## src/exc_cfg.svh

```systemverilog
// Offsets, field positions, reset values and vector constants for exception entry
`ifndef EXC_CFG_SVH
`define EXC_CFG_SVH

// ----------------------------------------------------------------
// Register offsets (byte addresses)
// ----------------------------------------------------------------
`define RA_MSTATE 8'h00
`define RA_SRADDR 8'h04
`define RA_SRSTATE 8'h08
`define RA_DBGCTL 8'h0C
`define RA_STATUS 8'h10

// ----------------------------------------------------------------
// Machine state bit positions (vector index = 31 - printed bit)
// ----------------------------------------------------------------
`define MS_ILE 16
`define MS_EE 15
`define MS_PR 14
`define MS_FP 13
`define MS_ME 12
`define MS_FE0 11
`define MS_SE 10
`define MS_BE 9
`define MS_FE1 8
`define MS_IP 6
`define MS_RI 1
`define MS_LE 0

// Writable bits; reserved bits read as zero
`define MS_WMASK 32'h0001_FF43
// Bits cleared on every non-reset entry
`define MS_CLRMASK 32'h0000_EF02
// Reset value apart from the strapped vector base bit
`define MS_RSTVAL 32'h0000_1000

// ----------------------------------------------------------------
// Vector table bases and offsets
// ----------------------------------------------------------------
`define VB_LOW 32'h0000_0000
`define VB_HIGH 32'hFFF0_0000
`define VO_RESET 32'h0000_0100
`define VO_MCHK 32'h0000_0200
`define VO_EXT 32'h0000_0500
`define VO_DECR 32'h0000_0900
`define VO_TRACE 32'h0000_0D00
`define VO_BRK 32'h0000_1C00
`define VO_NMIBRK 32'h0000_1F00

`endif

```

## src/exc_pkg.sv

```systemverilog
// Types shared by the exception entry logic
`default_nettype none
package exc_pkg;

    // ----------------------------------------------------------------
    // Sequencer states and exception kinds
    // ----------------------------------------------------------------
    typedef enum logic [1:0] {
        ST_IDLE = 2'h0,
        ST_VECT = 2'h1,
        ST_RST  = 2'h2,
        ST_STOP = 2'h3
    } ent_state_e;

    // Code order is also the picker's priority order, lowest code first; K_RESET is never picked
    typedef enum logic [2:0] {
        K_NMIBRK = 3'h0,
        K_MCHK   = 3'h1,
        K_INSTR  = 3'h2,
        K_TRACE  = 3'h3,
        K_BRK    = 3'h4,
        K_EXT    = 3'h5,
        K_DECR   = 3'h6,
        K_RESET  = 3'h7
    } exc_kind_e;

    // ----------------------------------------------------------------
    // Carriers
    // ----------------------------------------------------------------
    typedef struct packed {
        logic [7:0]  addr;
        logic [31:0] wdata;
        logic        wr;
        logic        rd;
    } bus_req_s;

    typedef struct packed {
        logic ext_irq;
        logic decr;
        logic mchk;
        logic nmi_brk;
        logic ext_brk;
        logic int_brk;
        logic fp_exc;
        logic instr_exc;
        logic instr_done;
        logic earlier_pend;
        logic reservation;
    } cond_s;

    typedef struct packed {
        ent_state_e  st;
        exc_kind_e   kind;
        logic [31:0] msr;
        logic [31:0] save_resume_addr;
        logic [31:0] save_resume_state;
        logic [31:0] vec;
        logic        unmask;
        logic        tpend;
        logic        fetch;
        logic        take;
        logic        resv;
        logic        stop;
        logic        fpp;
        logic [31:0] rdata;
    } core_state_s;

endpackage
`default_nettype wire

```

## src/exc_pick.sv

```systemverilog
// Fixed-priority picker over exception requests
`timescale 1ns/1ps
`default_nettype none
module exc_pick #(
    parameter int N = 7,
    parameter int W = 3
) (
    input  wire logic [N-1:0] req_in,
    output logic              any_out,
    output logic [W-1:0]      idx_out
);
    // Lowest index wins; scanning downward keeps the last hit
    always_comb begin
        any_out = 1'b0;
        idx_out = '0;
        for (int i = N - 1; i >= 0; i--) begin
            if (req_in[i]) begin
                any_out = 1'b1;
                idx_out = W'(i);
            end
        end
    end
endmodule
`default_nettype wire

```

## src/exception_entry_control.sv

```systemverilog
// Exception entry control: machine state, save/restore and vectoring
//
// What this block does
// - Machine check taken only while enable set
// - Single-step trace after clean instruction
// - Single-step forces strict program order
// - Vector base select picks low/high table
// - Recoverable flag marks exception recoverability
// - Normal byte order bit selects endianness
// - Float modes zero disable, else precise
// - Saved state written before handler fetch
// - External/decrementer held while enable clear
// - Entry clears external interrupt enable
// - Masked machine check enters checkstop
// - Reset, unmaskable breakpoint never masked
// - Debug select bit sets breakpoint maskability
// - Maskable breakpoints need recoverable flag
// - Earlier exceptions handled and enabled first
// - Save address and state on entry
// - New state governs handler from fetch
// - Handler address is base plus offset
// - Reset and entry machine state values
// - Reservation gets special handling on entry
// - Entry copies handler order into normal
// - Reset strap sets vector base select
// - Unlisted bits unchanged across entry
`timescale 1ns/1ps
`include "exc_cfg.svh"
`default_nettype none
module exception_entry_control (
    input  wire logic             clk_sys_in,
    input  wire logic             srst_in,
    input  wire exc_pkg::bus_req_s bus_in,
    output logic [31:0]           rdata_out,
    input  wire exc_pkg::cond_s   cond_in,
    input  wire logic [31:0]      fault_pc_in,
    input  wire logic [31:0]      next_pc_in,
    input  wire logic [31:0]      instr_vec_off_in,
    input  wire logic [15:0]      exc_info_in,
    input  wire logic             cfg_vector_high_in,
    output logic                  taken_out,
    output logic                  handler_fetch_out,
    output logic [31:0]           handler_addr_out,
    output logic                  resv_clear_out,
    output logic                  checkstop_out,
    output logic [31:0]           msr_out,
    output logic                  program_order_out,
    output logic                  little_endian_out,
    output logic                  fp_precise_out,
    output logic                  user_level_out,
    output logic                  ext_irq_enable_out
);

    // ----------------------------------------------------------------
    // State
    // ----------------------------------------------------------------
    exc_pkg::core_state_s state_reg;
    exc_pkg::core_state_s state_next;

    logic [6:0]  req;
    logic        req_any;
    logic [2:0]  req_idx;
    logic [31:0] msr_ent;
    logic        stop_cond;
    logic        held;

    // ----------------------------------------------------------------
    // Request gating
    // ----------------------------------------------------------------
    // Each maskable condition passes only when its own enable allows it
    always_comb begin
        req = 7'h00;
        // Unmaskable breakpoints bypass every enable bit
        req[0] = cond_in.nmi_brk |
                 (cond_in.int_brk & state_reg.unmask);
        req[1] = cond_in.mchk & state_reg.msr[`MS_ME];
        // Float conditions only count in precise mode
        req[2] = cond_in.instr_exc |
                 (cond_in.fp_exc &
                  (state_reg.msr[`MS_FE0] | state_reg.msr[`MS_FE1]));
        req[3] = state_reg.tpend;
        // Maskable breakpoints are only safe to take when recoverable
        req[4] = ((cond_in.int_brk & ~state_reg.unmask) | cond_in.ext_brk) &
                 state_reg.msr[`MS_RI];
        req[5] = cond_in.ext_irq & state_reg.msr[`MS_EE];
        req[6] = cond_in.decr & state_reg.msr[`MS_EE];
    end

    // Checkstop wins over every picked request and the hold once the machine check is masked
    assign stop_cond = cond_in.mchk & ~state_reg.msr[`MS_ME];

    // Earlier instruction exceptions still in flight hold every entry except reset and checkstop
    assign held = cond_in.earlier_pend;

    exc_pick #(
        .N(7),
        .W(3)
    ) u_pick (
        .req_in  (req),
        .any_out (req_any),
        .idx_out (req_idx)
    );

    // On reset the strap is sampled while srst_in is high
    msr_entry u_msr (
        .is_reset_in   (srst_in),
        .strap_high_in (cfg_vector_high_in),
        .old_in        (state_reg.msr),
        .new_out       (msr_ent)
    );

    // ----------------------------------------------------------------
    // Vector offset per kind
    // ----------------------------------------------------------------
    function automatic logic [31:0] vec_off(
        input exc_pkg::exc_kind_e k,
        input logic [31:0]        instr_off
    );
        logic [31:0] o;
        o = 32'h0000_0000;
        case (k)
            exc_pkg::K_RESET: begin
                o = `VO_RESET;
            end
            exc_pkg::K_NMIBRK: begin
                o = `VO_NMIBRK;
            end
            exc_pkg::K_MCHK: begin
                o = `VO_MCHK;
            end
            // Instruction-caused kinds carry their own offset
            exc_pkg::K_INSTR: begin
                o = instr_off;
            end
            exc_pkg::K_TRACE: begin
                o = `VO_TRACE;
            end
            exc_pkg::K_BRK: begin
                o = `VO_BRK;
            end
            exc_pkg::K_EXT: begin
                o = `VO_EXT;
            end
            exc_pkg::K_DECR: begin
                o = `VO_DECR;
            end
            default: begin
                o = 32'h0000_0000;
            end
        endcase
        return o;
    endfunction

    // ----------------------------------------------------------------
    // Next-state logic
    // ----------------------------------------------------------------
    always_comb begin
        state_next       = state_reg;
        state_next.fetch = 1'b0;
        state_next.take  = 1'b0;
        state_next.resv  = 1'b0;
        state_next.rdata = 32'h0000_0000;

        // Register reads: data stands only in the following cycle
        if (bus_in.rd) begin
            case (bus_in.addr)
                `RA_MSTATE: begin
                    state_next.rdata = state_reg.msr;
                end
                `RA_SRADDR: begin
                    state_next.rdata = state_reg.save_resume_addr;
                end
                `RA_SRSTATE: begin
                    state_next.rdata = state_reg.save_resume_state;
                end
                `RA_DBGCTL: begin
                    state_next.rdata = {31'h0000_0000, state_reg.unmask};
                end
                `RA_STATUS: begin
                    state_next.rdata = {25'h000_0000, state_reg.kind,
                                        state_reg.st, state_reg.tpend,
                                        state_reg.stop};
                end
                default: begin
                    state_next.rdata = 32'h0000_0000;
                end
            endcase
        end

        // Register writes; entry hardware below overrides them
        if (bus_in.wr) begin
            case (bus_in.addr)
                `RA_MSTATE: begin
                    state_next.msr = bus_in.wdata & `MS_WMASK;
                end
                `RA_SRADDR: begin
                    state_next.save_resume_addr = bus_in.wdata;
                end
                `RA_SRSTATE: begin
                    state_next.save_resume_state = bus_in.wdata;
                end
                `RA_DBGCTL: begin
                    state_next.unmask = bus_in.wdata[0];
                end
                default: begin
                end
            endcase
        end

        // Entry sequencer
        case (state_reg.st)
            exc_pkg::ST_RST: begin
                // Reset entry saves nothing and vectors straight away
                state_next.kind  = exc_pkg::K_RESET;
                state_next.st    = exc_pkg::ST_VECT;
            end
            exc_pkg::ST_IDLE: begin
                if (stop_cond) begin
                    state_next.st   = exc_pkg::ST_STOP;
                    state_next.stop = 1'b1;
                end else if (req_any && !held) begin
                    state_next.kind = exc_pkg::exc_kind_e'(req_idx);
                    // Asynchronous kinds resume at the next instruction
                    if (req_idx == 3'h2) begin
                        state_next.save_resume_addr = fault_pc_in;
                    end else begin
                        state_next.save_resume_addr = next_pc_in;
                    end
                    // Saved one cycle ahead of the handler fetch
                    state_next.save_resume_state = {exc_info_in,
                                       state_reg.msr[15:0]};
                    state_next.take = 1'b1;
                    // Any live reservation is dropped on entry
                    state_next.resv = cond_in.reservation;
                    if (req_idx == 3'h3) begin
                        state_next.tpend = 1'b0;
                    end
                    state_next.st = exc_pkg::ST_VECT;
                end
            end
            exc_pkg::ST_VECT: begin
                // Reset state is already loaded; others get the entry value
                if (state_reg.kind != exc_pkg::K_RESET) begin
                    state_next.msr = msr_ent;
                end
                // Base bit is unchanged by entry, so old and new agree
                state_next.vec = (state_reg.msr[`MS_IP] ? `VB_HIGH : `VB_LOW) +
                                 vec_off(state_reg.kind,
                                         instr_vec_off_in);
                state_next.fetch = 1'b1;
                state_next.st    = exc_pkg::ST_IDLE;
            end
            exc_pkg::ST_STOP: begin
                // Only a reset leaves checkstop
                state_next.stop = 1'b1;
            end
            default: begin
                state_next.st = exc_pkg::ST_IDLE;
            end
        endcase

        // Trace arms after a clean completion; arming wins over taking
        if (state_reg.msr[`MS_SE] && cond_in.instr_done &&
            !cond_in.instr_exc) begin
            state_next.tpend = 1'b1;
        end

        // Mode outputs follow the final machine state value
        state_next.fpp = state_next.msr[`MS_FE0] |
                         state_next.msr[`MS_FE1];

        // Synchronous reset: strap is caught here, not at an async edge
        if (srst_in) begin
            state_next        = '0;
            state_next.st     = exc_pkg::ST_RST;
            state_next.kind   = exc_pkg::K_RESET;
            state_next.msr    = msr_ent;
            state_next.fpp    = 1'b0;
        end
    end

    // ----------------------------------------------------------------
    // State register
    // ----------------------------------------------------------------
    // Reset is folded into the next-state logic above
    always_ff @(posedge clk_sys_in) begin
        state_reg <= state_next;
    end

    // ----------------------------------------------------------------
    // Outputs, each a flop bit or word
    // ----------------------------------------------------------------
    assign rdata_out          = state_reg.rdata;
    assign taken_out          = state_reg.take;
    assign handler_fetch_out  = state_reg.fetch;
    assign handler_addr_out   = state_reg.vec;
    assign resv_clear_out     = state_reg.resv;
    assign checkstop_out      = state_reg.stop;
    assign msr_out            = state_reg.msr;
    // Dispatch unit must not reorder while stepping
    assign program_order_out  = state_reg.msr[`MS_SE];
    assign little_endian_out  = state_reg.msr[`MS_LE];
    assign fp_precise_out     = state_reg.fpp;
    assign user_level_out     = state_reg.msr[`MS_PR];
    assign ext_irq_enable_out = state_reg.msr[`MS_EE];

endmodule
`default_nettype wire

```

## src/msr_entry.sv

```systemverilog
// New machine state value applied on exception entry
`timescale 1ns/1ps
`include "exc_cfg.svh"
`default_nettype none
module msr_entry (
    input  wire logic        is_reset_in,
    input  wire logic        strap_high_in,
    input  wire logic [31:0] old_in,
    output logic [31:0]      new_out
);
    // Reset loads a constant plus the strapped base; others edit the old value
    always_comb begin
        new_out = 32'h0000_0000;
        if (is_reset_in) begin
            new_out = `MS_RSTVAL;
            new_out[`MS_IP] = strap_high_in;
        end else begin
            // Untouched bits keep their value across entry
            new_out = old_in & ~`MS_CLRMASK;
            new_out[`MS_LE] = old_in[`MS_ILE];
        end
    end
endmodule
`default_nettype wire

```

## config.mk

```make
export PLATFORM = sky130hd
export DESIGN_NAME = exception_entry_control
export DESIGN_NICKNAME = d
export VERILOG_FILES = /design/src/exc_pkg.sv /design/src/exc_pick.sv /design/src/exception_entry_control.sv /design/src/msr_entry.sv
export VERILOG_INCLUDE_DIRS = /design/src
export SDC_FILE = /design/constraint.sdc
export NUM_CORES = 1
export LEC_CHECK = 0
export ABC_AREA = 1
export BUFFER_PORTS_ARGS = -buffer_cell sky130_fd_sc_hd__clkbuf_2
export CAP_MARGIN = 20
export CORE_ASPECT_RATIO = 1.25
export CORE_MARGIN = 2
export CORE_UTILIZATION = 30
export CTS_BUF_LIST = sky130_fd_sc_hd__clkbuf_8
export CTS_CLUSTER_DIAMETER = 200
export DETAILED_ROUTE_END_ITERATION = 16
export PLACE_DENSITY = 0.61
export SLEW_MARGIN = 20
export SYNTH_ARGS = -nofsm -noshare
export SYNTH_HDL_FRONTEND = slang
export SYNTH_SLANG_ARGS = --single-unit
```

## constraint.sdc

```tcl
create_clock -name clk_sys_in -period 4.3 [get_ports clk_sys_in]
set_input_delay 0.645 -clock clk_sys_in [delete_from_list [all_inputs] [get_ports clk_sys_in]]
set_output_delay 0.645 -clock clk_sys_in [all_outputs]
set_load 0.01 [all_outputs]
```

==> flow_metrics.env <==
export IMPL_vdd_drop_max_mv=0.176
export IMPL_tns_ns=0
export IMPL_routed_wl_um=33600
export IMPL_ys_seq_area_frac=0.365
export IMPL_max_slew_margin_rel=0.336
export IMPL_worst_slack_ns=1.55
export IMPL_crit_required_ns=4.70
export IMPL_final_util=0.345
export IMPL_cp_cell_sequence="nor3_2 -> buf_4 -> inv_1 -> nor2_1 -> ha_1 -> a21oi_1 -> nand2_1 -> a21boi_0 -> o21ai_0 -> nand2_1 -> nand2_1 -> o21ai_0"
export IMPL_start_kind="register"
export IMPL_final_cells=1924
export IMPL_tightest_slew_ns=0.995
export IMPL_antenna_found_initial=3
export IMPL_synth_fa_ha_area_frac=0.0167
export IMPL_post_route_period_util=0.641
export IMPL_synthMuxAreaShare=0
export IMPL_cp_data_arrival_time_ns=3.16
export IMPL_synth_nets=1547
export IMPL_synth_edf_count=0
export IMPL_largest_reg_flops=70
export IMPL_finalSetupViolCount=0
export IMPL_layout_drive_gt1_share=0.229
export IMPL_design_die_area_um2=32900
export IMPL_hpwl_um=25200
export IMPL_clockRootBuffer="clkbuf_8"
export IMPL_yosys_area_share_simple=0.266
export IMPL_crit_path_end_kind="register"
export IMPL_rows=72
export IMPL_core_area_um2=31000
export IMPL_yosysUniqueCellTypes=51
export IMPL_grt_remaining_overflow=0
export IMPL_ys_warn_count=0
export IMPL_path_common_cell="nand2_1"
export IMPL_fin_hold_ws_ns=0.384
export IMPL_cts_sinks=172
export IMPL_cts_tree="built"
export IMPL_die_w_um=163
export IMPL_synth_compound_area_share=0.146
export IMPL_placed_area_um2=10300
export IMPL_routed_wl_met2_um=17300
export IMPL_drt_initial_drc_count=476
export IMPL_crit_type="reg -> reg"
export IMPL_synth_common_cells="nand2_1, inv_1, dfxtp_1"
export IMPL_fmax_mhz=363
export IMPL_die_y_um=202
export IMPL_finalHoldViolCount=0
export IMPL_synth_xor_area_share=0.00464
export IMPL_totalPowerFinal_mw=3.31
export IMPL_critPathMaxFanout=17
export IMPL_p_leak_nw=5.39
export IMPL_h_tree_depth=4
export IMPL_fin_skew_ns=0.0240
export IMPL_gp_congestion=0.833
export IMPL_placed_cells_incl_taps=1890
export IMPL_numCtsBuffers=17
export IMPL_hold_class="in -> reg"
export IMPL_crit_slowest_cell="dfxtp_1"
export IMPL_synth_top_family_by_area="simple AND/OR/NAND/NOR gates"
export IMPL_ys_flop_type="dfxtp_1"
export IMPL_drc_errors=0
export IMPL_yosys_top_cells_area="dfxtp_1, nand2_1, buf_4"
export IMPL_grt_setup_unrepaired="false"
export IMPL_maxCapViolCount=0
export IMPL_crit_family="compound AO/OA/AOI/OAI gates"
export IMPL_status="finished, final reports clean"
export IMPL_yosysTopAreaCell="dfxtp_1"
export IMPL_syn_area_um2=9440
export IMPL_wl_met1_um=12700
export IMPL_met3_length_um=2080
export IMPL_top_layer_used="met5"
export IMPL_vias=9211
export IMPL_grt_max_degree=80
export IMPL_grt_pass1_wl_um=51000
export IMPL_avgSynthCellArea_um2=6.90
export IMPL_place_ws_ns=1.40
export IMPL_hold_buffers=0
export IMPL_design_portCount=273
export IMPL_grt_pass1_vias=9143
export IMPL_wire_per_inst_um=17.5
export IMPL_initial_core_util=0.305
export IMPL_cts_buffer_depth=2
export IMPL_netlist_instances=1367
export IMPL_ant_nets=0
export IMPL_slowest_delay_ns=0.53
export IMPL_synth_top_area_share=0.365
export IMPL_area_growth_pct=13.3
export IMPL_postSynth_asyncResetShare=0
export IMPL_postCtsSetupBuffers=0
export IMPL_power_density_nw_per_um2=309
export IMPL_io_buffers=272
export IMPL_path_clk_slew_ns=0.11
export IMPL_firstDrtPassIters=7
export IMPL_grt_usage=0.204
export IMPL_final_cell_area_um2=10700
export IMPL_vias_per_cell=4.79
export IMPL_fill_cells=3463
export IMPL_post_cts_resized=0
export IMPL_synth_most_common_cell="nand2_1"
export IMPL_insertion_delay_ns=0.48
export IMPL_crit_buf_inv=2
export IMPL_final_max_slew_viol_count=0
export IMPL_ys_ff_latch=172
export IMPL_layout_nets=1682
export IMPL_layout_min_cycle_time_ns=2.75
[metal layers]
layer  up-vias  global-route usage
li1       4583                   -
met1      4208               0.223
met4         2               0.104
met2       347               0.376
met5         -                   0
met3        71              0.0363
[layout make-up]
cell class,count,area (um^2),area share
clock inverters,13,130,0.0122
repair buffers,287,1470,0.138
flip-flops and latches,172,3440,0.322
clock buffers,19,262,0.0245
inverters,207,777,0.0726
well taps,407,509,0.0476
diodes,2,5.00,0.000468
multi-input cells,817,4100,0.383
[cell families after synthesis]
kind of cell | after synthesis
compound gates | 225
xor+xnor | 5
fa+ha+maj | 12
buf+inv | 378
flops | 172
simple gates | 575
[worst register-to-register path: cells and delay by family, from the launching register on]
| kind | cells | cell delay (ns) |
|---|---|---|
| adders and majority gates | 1 | 0.37 |
| DFF | 1 | 0.53 |
| and+or+nand+nor | 5 | 0.41 |
| buffers and inverters | 2 | 0.51 |
| AOI/OAI and AO/OA | 4 | 0.86 |
[power breakdown]
| group | internal (mW) | switching (mW) | leakage [nW] |
|---|---|---|---|
| Sequential | 1.65 | 0.0354 | 1.40 |
| Combinational | 0.165 | 0.289 | 3.79 |
| Clock | 0.505 | 0.664 | 0.203 |
| Total | 2.32 | 0.988 | 5.39 |
[placed cells by master, fill, tap and decap left out, types with 16 or more instances in the layout]
| cell type | count |
|---|---|
| a21oi_1 | 79 |
| clkbuf_2 | 272 |
| clkbuf_8 | 19 |
| dfxtp_1 | 172 |
| inv_1 | 201 |
| nand2_1 | 307 |
| nand3_1 | 63 |
| nand4_1 | 62 |
| nor2_1 | 117 |
| o21ai_0 | 63 |
| o221ai_1 | 16 |
[final timing paths]
| check | startpoint | to | slack (ns) | depth (start not counted) |
|---|---|---|---|---|
| max | state_reg[169] | handler_addr_out[27] | 1.55 | 12 |
| min | exc_info_in[10] | state_reg[97] | 0.38 | 3 |
| max reg2reg | state_reg[169] | handler_addr_out[27] | 1.55 | 12 |
| min reg2reg | handler_addr_out[28] | handler_addr_out[28] | 0.46 | 2 |
No activity file was read; power rests on OpenSTA's default activity.
